**src/hdl/nud_defines.svh**
```systemverilog
// Constants of the noise update decision block: offsets, resets, limits.
// Assumes the fixed-point formats listed below are used by the feature
// extractors that feed the block.
//
// Behaviour
// - Hangover starts at 6; active frame adds 2, inactive subtracts 1.
// - Hangover saturates between 0 and 6 after every step.
// - Limits: wideband 350000/0.85/1.6, narrowband 500000/0.7/10.4.
// - Without any increment condition the hangover drops by 1.
// - Noise energy update is permitted only while hangover equals 0.
// - Below 100 init frames closeness compares against constant 0.0035.
// - Closeness sums |log(avg energy+1) - log(noise+1)| over bands 2..16.
// - Closeness band range does not depend on bandwidth.
// - Harmonic counter clears on correlation mean above 0.85 or tonal.
// - Counter above 1 clamps to 1 on low energy or energy jump.
// - Counter above 1 quartered (min 1) on loud, varying frames.
// - Event average moves to 1 or 0 with coefficient 0.03 or 0.01.
// - Pause counter starts at 0; energy rise above 5 sets minus one.
// - At minus one, energy back below 5 sets the counter to 0.
// - Last step adds one to a non-negative pause counter.
// - Tonal flag is map sum above threshold or strong peak.
`ifndef NUD_DEFINES_SVH
`define NUD_DEFINES_SVH

// ---------------------------------------------------------------------------
// Register map
// ---------------------------------------------------------------------------
`define NUD_OFS_CTRL     8'h00
`define NUD_OFS_STATUS   8'h04
`define NUD_OFS_HARM     8'h08
`define NUD_OFS_PAUSE    8'h0C
`define NUD_OFS_EVENT    8'h10
`define NUD_OFS_CLOSE    8'h14
`define NUD_CTRL_WB_BIT  0
`define NUD_CTRL_RESET   1'h1

// ---------------------------------------------------------------------------
// State bounds and reset values
// ---------------------------------------------------------------------------
`define NUD_HANG_INIT    3'h6
`define NUD_HANG_MAX     3'h6
`define NUD_HANG_UP      3'h2
`define NUD_PAUSE_INIT   16'sh0000
`define NUD_PAUSE_ACTIVE (-16'sh0001)
`define NUD_PAUSE_MAX    16'sh7FFF
`define NUD_BAND_FIRST   5'h02
`define NUD_BAND_LAST    5'h10

// ---------------------------------------------------------------------------
// Limits (nonstat integer, correlation Q1.15, residual and energy Q8.8)
// ---------------------------------------------------------------------------
`define NUD_STA_WB       32'h0005_5730
`define NUD_STA_NB       32'h0007_A120
`define NUD_CORR_WB      17'h0_6CCD
`define NUD_CORR_NB      17'h0_599A
`define NUD_RESID_WB     16'h019A
`define NUD_RESID_NB     16'h0A66
`define NUD_HARM_CORR    17'h0_6CCD
`define NUD_INIT_FRAMES  8'h64
`define NUD_INIT_JUMP    8'h0A
`define NUD_E_LOW        17'sh0_0F00
`define NUD_E_JUMP       17'sh0_0700
`define NUD_E_LOUD       17'sh0_1E00
`define NUD_E_VAR        16'sh0800
`define NUD_E_PAUSE      17'sh0_0500
`define NUD_E_MIN        32'h0000_00E5
`define NUD_LOG_ONE      33'h0_0001_0000
`define NUD_EV_FAST      12'h7AE
`define NUD_EV_SLOW      12'h28F
`define NUD_EV_FULL      16'hFFFF

`endif

```
**src/hdl/nud_pkg.sv**
```systemverilog
// Types shared by the noise update decision block.
// Assumes nud_defines.svh is compiled alongside.
`default_nettype none

package nud_pkg;

	typedef enum logic [1:0] {NUD_IDLE, NUD_ACCUM, NUD_DRAIN} nud_phase_t;

	typedef logic [16:0][31:0] nud_bandvec_t;

	typedef struct packed {
		nud_bandvec_t energy0;
		nud_bandvec_t energy1;
		nud_bandvec_t noise;
	} nud_bands_t;

	typedef struct packed {
		logic [31:0]        nonstat;
		logic [15:0]        corr0;
		logic [15:0]        corr1;
		logic [15:0]        residual;
		logic signed [15:0] frame_energy;
		logic signed [15:0] longterm_energy;
		logic signed [15:0] min_energy;
		logic signed [15:0] energy_var;
		logic [15:0]        corr_map_sum;
		logic [15:0]        tonal_threshold;
		logic               strong_peak;
		logic               extra_active;
		logic [7:0]         init_frames;
	} nud_frame_t;

	typedef struct packed {
		logic [7:0]  addr;
		logic [31:0] wdata;
		logic        wr;
		logic        rd;
	} nud_bus_t;

endpackage

`default_nettype wire

```
**src/hdl/nud_log2.sv**
```systemverilog
// Registered base-2 logarithm of an unsigned value that is at least one.
// Input is Q17.16 and at least 1.0; output is Q6.10 with one cycle latency.
`include "nud_defines.svh"
`default_nettype none

module nud_log2
	import nud_pkg::*;
(
	// Clock and reset
	input  wire logic        clk,
	input  wire logic        nrst,
	// Operand and result
	input  wire logic [32:0] x,
	output logic      [15:0] y_q
);

	typedef struct packed {
		logic [15:0] y;
	} nud_log_state_t;

	nud_log_state_t s_q;
	nud_log_state_t s_d;

	// ---------------------------------------------------------------------
	// Leading one gives the exponent, the next ten bits the linear fraction.
	// ---------------------------------------------------------------------
	function automatic logic [15:0] nud_log2_q(input logic [32:0] v);
		logic [5:0]  p;
		logic [32:0] n;
		p = 6'd16;
		for (int i = 16; i <= 32; i++) begin
			if (v[i]) begin
				p = 6'(i);
			end
		end
		n = v << (6'd32 - p);
		return {p - 6'd16, n[31:22]};
	endfunction

	always_comb begin
		s_d = s_q;
		s_d.y = nud_log2_q(x);
	end

	always_ff @(posedge clk) begin
		if (!nrst) begin
			s_q <= '0;
		end else begin
			s_q <= s_d;
		end
	end

	assign y_q = s_q.y;

endmodule

`default_nettype wire

```
**src/hdl/nud_top.sv**
```systemverilog
// Per-frame noise update decision: hangover, closeness, harmonic event
// tracking and energy pause detection, with a small register port.
// Assumes frame inputs are synchronous to clk and band vectors hold still
// from an accepted frame strobe until frame_done_q.
`include "nud_defines.svh"
`default_nettype none

module nud_top
	import nud_pkg::*;
(
	// Clock and reset
	input  wire logic               clk,
	input  wire logic               nrst,
	// Register port
	input  wire nud_bus_t           bus,
	output logic        [31:0]      rdata_q,
	// Frame inputs
	input  wire logic               frame_strobe,
	input  wire nud_frame_t         frame_in,
	input  wire nud_bands_t         bands_in,
	// Decisions
	output logic        [2:0]       hangover_q,
	output logic                    update_permitted_q,
	output logic                    tonal_q,
	output logic        [15:0]      harm_count_q,
	output logic        [15:0]      event_occurrence_avg_q,
	output logic signed [15:0]      pause_frame_counter_q,
	output logic        [23:0]      closeness_q,
	output logic                    busy_q,
	output logic                    frame_done_q
);

	typedef struct packed {
		nud_phase_t         phase;
		logic [4:0]         idx;
		logic               pend;
		logic               init_phase;
		logic [23:0]        acc;
		logic [23:0]        close;
		logic [2:0]         hang;
		logic               upd;
		logic               tonal;
		logic [15:0]        harm;
		logic [15:0]        ev;
		logic signed [15:0] pause;
		logic               wideband;
		logic               done;
		logic               busy;
		logic [31:0]        rdata;
	} nud_state_t;

	nud_state_t s_q;
	nud_state_t s_d;

	logic               accept;
	logic [16:0]        corr_mean;
	logic               active;
	logic               tonal;
	logic               harm_event;
	logic signed [16:0] gap_min;
	logic signed [16:0] gap_lt;
	logic signed [16:0] energy;
	logic [15:0]        harm_n;
	logic signed [15:0] pause_n;
	logic [2:0]         hang_n;
	logic [32:0]        log_a_in;
	logic [32:0]        log_b_in;
	logic [15:0]        log_a;
	logic [15:0]        log_b;
	logic [15:0]        log_diff;
	logic [32:0]        band_sum;
	logic [31:0]        ref_val;

	// ---------------------------------------------------------------------
	// Helpers
	// ---------------------------------------------------------------------
	// First-order recursion toward full scale on a hit, toward zero else.
	function automatic logic [15:0] nud_ev_step(input logic [15:0] avg,
	                                            input logic        hit);
		logic [16:0] span;
		logic [28:0] prod;
		span = hit ? 17'(`NUD_EV_FULL - avg) : {1'b0, avg};
		prod = span * (hit ? `NUD_EV_FAST : `NUD_EV_SLOW);
		return hit ? avg + 16'(prod[28:16]) : avg - 16'(prod[28:16]);
	endfunction

	function automatic logic signed [16:0] nud_sub(
		input logic signed [15:0] a,
		input logic signed [15:0] b);
		return 17'(a) - 17'(b);
	endfunction

	// ---------------------------------------------------------------------
	// Log units for the closeness measure
	// ---------------------------------------------------------------------
	// The averaged energy and the reference each get their own unit so that
	// one band finishes per cycle; that costs a second log unit.
	assign band_sum = 33'(bands_in.energy0[s_q.idx])
	                + 33'(bands_in.energy1[s_q.idx]);
	assign ref_val  = s_q.init_phase ? `NUD_E_MIN
	                                 : bands_in.noise[s_q.idx];
	assign log_a_in = (band_sum >> 1) + `NUD_LOG_ONE;
	assign log_b_in = 33'(ref_val) + `NUD_LOG_ONE;
	assign log_diff = (log_a > log_b) ? log_a - log_b : log_b - log_a;

	nud_log2 u_log_avg (
		.clk  (clk),
		.nrst (nrst),
		.x    (log_a_in),
		.y_q  (log_a)
	);

	nud_log2 u_log_ref (
		.clk  (clk),
		.nrst (nrst),
		.x    (log_b_in),
		.y_q  (log_b)
	);

	// ---------------------------------------------------------------------
	// Frame decisions
	// ---------------------------------------------------------------------
	always_comb begin
		accept    = frame_strobe && (s_q.phase == NUD_IDLE);
		corr_mean = (17'(frame_in.corr0) + 17'(frame_in.corr1)) >> 1;
		energy    = 17'(frame_in.frame_energy);
		gap_min   = nud_sub(frame_in.frame_energy, frame_in.min_energy);
		gap_lt    = nud_sub(frame_in.frame_energy, frame_in.longterm_energy);
		tonal     = (frame_in.corr_map_sum > frame_in.tonal_threshold)
		         || frame_in.strong_peak;
		harm_event = (corr_mean > `NUD_HARM_CORR) || tonal;
		// Bandwidth picks the limit set.
		if (s_q.wideband) begin
			active = (frame_in.nonstat > `NUD_STA_WB)
			      || (17'(frame_in.corr0) > `NUD_CORR_WB)
			      || (frame_in.residual > `NUD_RESID_WB);
		end else begin
			active = (frame_in.nonstat > `NUD_STA_NB)
			      || (17'(frame_in.corr0) > `NUD_CORR_NB)
			      || (frame_in.residual > `NUD_RESID_NB);
		end
		active = active || frame_in.extra_active;
		if (active) begin
			hang_n = (s_q.hang >= `NUD_HANG_MAX - `NUD_HANG_UP)
			       ? `NUD_HANG_MAX : s_q.hang + `NUD_HANG_UP;
		end else begin
			hang_n = (s_q.hang == 3'h0) ? 3'h0 : s_q.hang - 3'h1;
		end
		// Harmonic counter: reset or count, then clamp, then quarter.
		if (harm_event) begin
			harm_n = 16'h0000;
		end else if (s_q.harm == 16'hFFFF) begin
			harm_n = s_q.harm;
		end else begin
			harm_n = s_q.harm + 16'h0001;
		end
		if (harm_n > 16'h0001 && (energy < `NUD_E_LOW
		    || (frame_in.init_frames > `NUD_INIT_JUMP
		        && gap_lt > `NUD_E_JUMP))) begin
			harm_n = 16'h0001;
		end
		if (harm_n > 16'h0001 && energy > `NUD_E_LOUD
		    && frame_in.energy_var > `NUD_E_VAR) begin
			harm_n = (harm_n < 16'h0004) ? 16'h0001 : harm_n >> 2;
		end
		// Pause detector, each check seeing the previous result.
		pause_n = s_q.pause;
		if (pause_n >= 0 && gap_min > `NUD_E_PAUSE) begin
			pause_n = `NUD_PAUSE_ACTIVE;
		end
		if (pause_n == `NUD_PAUSE_ACTIVE && gap_min < `NUD_E_PAUSE) begin
			pause_n = `NUD_PAUSE_INIT;
		end
		if (pause_n >= 0 && pause_n != `NUD_PAUSE_MAX) begin
			pause_n = pause_n + 16'sh0001;
		end
	end

	// ---------------------------------------------------------------------
	// Next state
	// ---------------------------------------------------------------------
	always_comb begin
		s_d = s_q;
		s_d.done  = 1'b0;
		s_d.rdata = 32'h0000_0000;
		// Register port; reads answer in the next cycle only.
		if (bus.wr && bus.addr == `NUD_OFS_CTRL) begin
			s_d.wideband = bus.wdata[`NUD_CTRL_WB_BIT];
		end
		if (bus.rd) begin
			unique case (bus.addr)
				`NUD_OFS_CTRL: begin
					s_d.rdata = {31'h0, s_q.wideband};
				end
				`NUD_OFS_STATUS: begin
					s_d.rdata = {26'h0, s_q.phase != NUD_IDLE, s_q.tonal,
					             s_q.upd, s_q.hang};
				end
				`NUD_OFS_HARM: begin
					s_d.rdata = {16'h0, s_q.harm};
				end
				`NUD_OFS_PAUSE: begin
					s_d.rdata = {{16{s_q.pause[15]}}, s_q.pause};
				end
				`NUD_OFS_EVENT: begin
					s_d.rdata = {16'h0, s_q.ev};
				end
				`NUD_OFS_CLOSE: begin
					s_d.rdata = {8'h0, s_q.close};
				end
				default: begin
					s_d.rdata = 32'h0000_0000;
				end
			endcase
		end
		unique case (s_q.phase)
			NUD_IDLE: begin
				if (accept) begin
					s_d.hang  = hang_n;
					s_d.upd   = (hang_n == 3'h0);
					s_d.tonal = tonal;
					s_d.harm  = harm_n;
					s_d.ev    = nud_ev_step(s_q.ev, harm_n == 16'h0000);
					s_d.pause = pause_n;
					s_d.init_phase = frame_in.init_frames < `NUD_INIT_FRAMES;
					s_d.idx   = `NUD_BAND_FIRST;
					s_d.acc   = 24'h00_0000;
					s_d.pend  = 1'b0;
					s_d.phase = NUD_ACCUM;
				end
			end
			NUD_ACCUM: begin
				// Band idx enters the log units; the previous band leaves.
				s_d.acc  = s_q.acc + (s_q.pend ? 24'(log_diff) : 24'h00_0000);
				s_d.pend = 1'b1;
				// The index stops at the last band so it never leaves the vector.
				if (s_q.idx == `NUD_BAND_LAST) begin
					s_d.phase = NUD_DRAIN;
				end else begin
					s_d.idx = s_q.idx + 5'h01;
				end
			end
			NUD_DRAIN: begin
				s_d.close = s_q.acc + 24'(log_diff);
				s_d.pend  = 1'b0;
				s_d.done  = 1'b1;
				s_d.phase = NUD_IDLE;
			end
		endcase
		s_d.busy = (s_d.phase != NUD_IDLE);
	end

	always_ff @(posedge clk) begin
		if (!nrst) begin
			s_q            <= '0;
			s_q.phase      <= NUD_IDLE;
			s_q.hang       <= `NUD_HANG_INIT;
			s_q.pause      <= `NUD_PAUSE_INIT;
			s_q.wideband   <= `NUD_CTRL_RESET;
		end else begin
			s_q <= s_d;
		end
	end

	// ---------------------------------------------------------------------
	// Outputs
	// ---------------------------------------------------------------------
	assign rdata_q                = s_q.rdata;
	assign hangover_q             = s_q.hang;
	assign update_permitted_q     = s_q.upd;
	assign tonal_q                = s_q.tonal;
	assign harm_count_q           = s_q.harm;
	assign event_occurrence_avg_q = s_q.ev;
	assign pause_frame_counter_q  = s_q.pause;
	assign closeness_q            = s_q.close;
	assign busy_q                 = s_q.busy;
	assign frame_done_q           = s_q.done;
endmodule

`default_nettype wire

```
**config.mk**
```make
export PLATFORM = sky130hd
export DESIGN_NAME = nud_top
export DESIGN_NICKNAME = d
export VERILOG_FILES = /design/src/hdl/nud_pkg.sv /design/src/hdl/nud_log2.sv /design/src/hdl/nud_top.sv
export VERILOG_INCLUDE_DIRS = /design/src /design/src/hdl
export SDC_FILE = /design/constraint.sdc
export NUM_CORES = 2
export LEC_CHECK = 0
export BUFFER_PORTS_ARGS = -buffer_cell sky130_fd_sc_hd__buf_2
export CAP_MARGIN = 10
export CORE_AREA = 2 2 772 774
export DETAILED_ROUTE_END_ITERATION = 6
export DIE_AREA = 0 0 774 776
export PLACE_DENSITY = 0.3
export SYNTH_ARGS = -nofsm -noshare
export SYNTH_HDL_FRONTEND = slang
export SYNTH_HIERARCHICAL = 1
export SYNTH_SLANG_ARGS = --single-unit
```
**constraint.sdc**
```tcl
create_clock -name clk -period 14.04 [get_ports clk]
set_input_delay 1.404 -clock clk [delete_from_list [all_inputs] [get_ports clk]]
set_output_delay 1.404 -clock clk [all_outputs]
set_load 0.01 [all_outputs]
```
==> flow_metrics.tcl <==
set metrics [dict create \
    status "complete, no violations" \
    grt_use_total 0.1321 \
    buffer_type_at_the_clock_tree_root "sky130_fd_sc_hd__clkbuf_16" \
    static-leakage-power_nw 23.42 \
    synth_seq_area_share 0.08843 \
    holdPathEnd "event_occurrence_avg_q[13]" \
    via_count 44799 \
    r2r_end "event_occurrence_avg_q[15]" \
    count_of_buffers_from_port_buffering 1942 \
    count_of_antenna_violating_nets_left_after_detailed_routing 0 \
    timing_hold_violations_final 0 \
    combPwrFrac 0.948 \
    post-route-drc-count 0 \
    cts_tree "yes" \
    max-cap-violations 0 \
    async_reset_ff_frac 0 \
    hold_path_startpoint "event_occurrence_avg_q[13]" \
    period_share 0.9372 \
    postLayoutCellArea_um2 59620 \
    yosys-top-cells-area "sky130_fd_sc_hd__mux4_2 30%, sky130_fd_sc_hd__ha_1 9.7%, sky130_fd_sc_hd__dfxtp_1 8.8%" \
    synth_top_area_cell "sky130_fd_sc_hd__mux4_2" \
    antenna_found_initial 399 \
    place_hpwl_mm 381.1 \
    crit_arrival_ns 13.59 \
    synthesis.instances 4050 \
    synthToLayoutAreaGrowth_pct 56.75 \
    worstMarginPinSlew_ns 1.098 \
    min-delay-path-class "reg2reg" \
    clock_pin_slew_on_the_worst_setup_and_hold_paths_ns 0.08 \
    critPathLaunchType "input port" \
    timing.clock.skew_ns 0.03521 \
    post-synth-top-area-fraction 0.2961 \
    slew-limit-headroom 0.2680 \
    postRouteWirelength_mm 414.5 \
    internal_power_mw 11.60 \
    i_o_pins 1974 \
    number_of_global_route_vias_before_repair 44534 \
    ff2ff_setup_slack_ns 1.46 \
    final.setup.tns_ns 0 \
    die-area_um2 600600 \
    critPathMaxFanout 9 \
    synth_edf_count 0 \
    unrepaired_setup_endpoints_after_global_routing "no" \
    total_switching_power_mw 11.13 \
    drt-initial-drc-count 2996 \
    cts.sink_count 168 \
    finalWeightedCongestion 0.9248 \
    crit-reg2reg-launch "harm_count_q[2]" \
    switching_share 0.4898 \
    synth.yosys.warnings 6 \
    mappedNetlistArea_um2 38030 \
    clk-insertion-delay-late_ns 0.53 \
    clock_tree.buffer_depth 2 \
    avgViaCountPerCell 3.144 \
    core.rowCount 283 \
    fraction_of_final_layout_cells_sized_beyond_drive_strength_1 0.4762 \
    power_density_nw_per_um2 381.3 \
    final_period_minus_worst_setup_slack_ns 13.16 \
    timing_worst_setup_path_type "in2reg" \
    hold_fix_buffers_cts 0 \
    max_clock_freq_mhz 76.00 \
    hold_slack_ns 0.4624 \
    nNetsFinal 8140 \
    average_detailed_routed_wire_length_per_instance_um 29.09 \
    synth-seq-cells 168 \
    fp.dieW_um 774 \
    worst_ir_drop_vdd_mv 1.083 \
    grt_overflow_total 0 \
    placement.cell_area_um2 57710 \
    power.share.sequential 0.029 \
    grt_first_pass_wirelength_mm 510.1 \
    fillers 69375 \
    coreArea_um2 592400 \
    first_pass_iters 7 \
    critical_path.slowest_cell "sky130_fd_sc_hd__fa_1" \
    syn_nets 6311 \
    cts_htree_levels 4 \
    worst_hold_path.num_cells 2 \
    distinct_cell_type_count_of_the_synthesized_netlist 117 \
    report.final.setup_viol 0 \
    critPathRequiredTime_ns 14.47 \
    reg2reg_depth 47 \
    cts_buffers 17 \
    overall_die_height_um 776 \
    start_util 0.06420 \
    synthesis.area_per_instance_um2 9.390 \
    share_clk_of_total_power 0.023 \
    grt_start_max_net_pins 84 \
    main_synth_ff_type "sky130_fd_sc_hd__dfxtp_1" \
    slew_violations 0 \
    cp_common_cell "sky130_fd_sc_hd__fa_1" \
    final_core_utilization 0.1006 \
    cp-end-kind "register" \
    timing.critical_path.slowest_cell_delay_ns 0.63 \
]
cells by family after synthesis:
group                    count (synthesis)  synth area share
XOR/XNOR                               183           0.04214
multiplexers                           586            0.3244
AND/OR/NAND/NOR                       1019            0.1329
adder cells (fa/ha/maj)                398            0.1511
flip-flops                             168           0.08843
AO/OA/AOI/OAI                          975            0.1771
buffers and inverters                  719           0.08379
other                                    2         0.0001975
metal layers:
| metal | global-route usage | vias to the layer above | share of wire |
|---|---|---|---|
| met3 | 0.03966 | 634 | 0.082 |
| met1 | 0.1517 | 22140 | 0.38 |
| met2 | 0.2268 | 2177 | 0.49 |
| met5 | 0 | - | 0.0026 |
| met4 | 0.05685 | 164 | 0.047 |
| li1 | - | 19684 | - |
area by class of cell:
cell class	instances	area (um^2)	share of cell area
Multi-Input combinational cell	3163	31560	0.5294
Timing Repair Buffer	2167	11610	0.1947
Tap cell	7837	9806	0.1645
Sequential cell	168	3379	0.05669
Inverter	362	1369	0.02296
Antenna cell	520	1301	0.02183
Clock buffer	18	439.2	0.007367
Clock inverter	14	155.1	0.002602
flip-flops by register name (all words and copies together), names as in the netlist, 3 cells and up:
register,cells
rdata_q,25
harm_count_q,16
u_log_ref/y_q,15
pause_frame_counter_q,16
closeness_q,24
event_occurrence_avg_q,16
hangover_q,3
u_log_avg/y_q,15
s_q,34
per-stage QoR:
step | total power [mW] | setup slack (ns) | std cells
after floorplan | 13.61 | 1.513 | 4050
after global placement | 22.51 | 0.05864 | 13697
after detailed placement | 22.33 | 0.1002 | 13697
after CTS | 23.00 | 0.5934 | 13729
after global routing | 25.50 | 0.1287 | 14131
final | 22.73 | 0.8820 | 14249
worst max-delay path by stage:
stage / end / slack [ns] / from
after floorplan: event_occurrence_avg_q[15] / 1.51 / frame_in[90]
after global placement: event_occurrence_avg_q[15] / 0.06 / frame_in[23]
after detailed placement: event_occurrence_avg_q[15] / 0.10 / frame_in[23]
after CTS: event_occurrence_avg_q[15] / 0.59 / frame_in[23]
after global routing: event_occurrence_avg_q[15] / 0.13 / frame_in[23]
final: event_occurrence_avg_q[15] / 0.88 / frame_in[139]
power by group through the flow:
stage | Clock (mW) | Combinational [mW] | Sequential (mW)
detailed placement | 0 | 21.7 | 0.676
floorplan | 0 | 13.0 | 0.613
global placement | 0 | 21.8 | 0.675
global route | 0.561 | 24.3 | 0.669
finish | 0.523 | 21.6 | 0.659
CTS | 0.549 | 21.8 | 0.665
worst max-delay path: cells and delay by family:
family,cells,cell delay [ns]
xor+xnor,2,0.33
compound gates,21,4.20
buf+inv,13,1.74
fa+ha+maj,9,3.97
simple gates,9,1.92
cells in the mapped netlist, types with 102 or more instances:
cell	instances
sky130_fd_sc_hd__fa_1	102
sky130_fd_sc_hd__inv_1	356
sky130_fd_sc_hd__nand2_1	282
sky130_fd_sc_hd__dfxtp_1	168
sky130_fd_sc_hd__a21oi_1	249
sky130_fd_sc_hd__ha_1	296
sky130_fd_sc_hd__buf_4	111
sky130_fd_sc_hd__mux4_2	500
sky130_fd_sc_hd__xnor2_1	114
sky130_fd_sc_hd__clkbuf_1	176
sky130_fd_sc_hd__nor2_1	258
sky130_fd_sc_hd__o21ai_0	154
placed cells by master (no fill, tap or decap), drive strengths merged, types with 38 or more instances in the layout:
cell       n
mux2i     59
xnor2    114
nand2    283
xor2      69
nor4      38
a21oi    252
fa       102
ha       296
diode    520
buf     2167
nand2b    42
o21bai    41
nand3     73
nor2     259
mux4     512
nor3      74
nand4     46
a21o      66
a22oi     54
inv      368
o21ai    163
dfxtp    168
a22o      67
what timing repair did:
item | in CTS | in global routing
endpoints found under the setup margin | 0 | 1
setup buffers | 0 | 0
hold endpoints to repair | 0 | 0
gates resized for setup | 0 | 2
(Power assumes the default switching activity.)
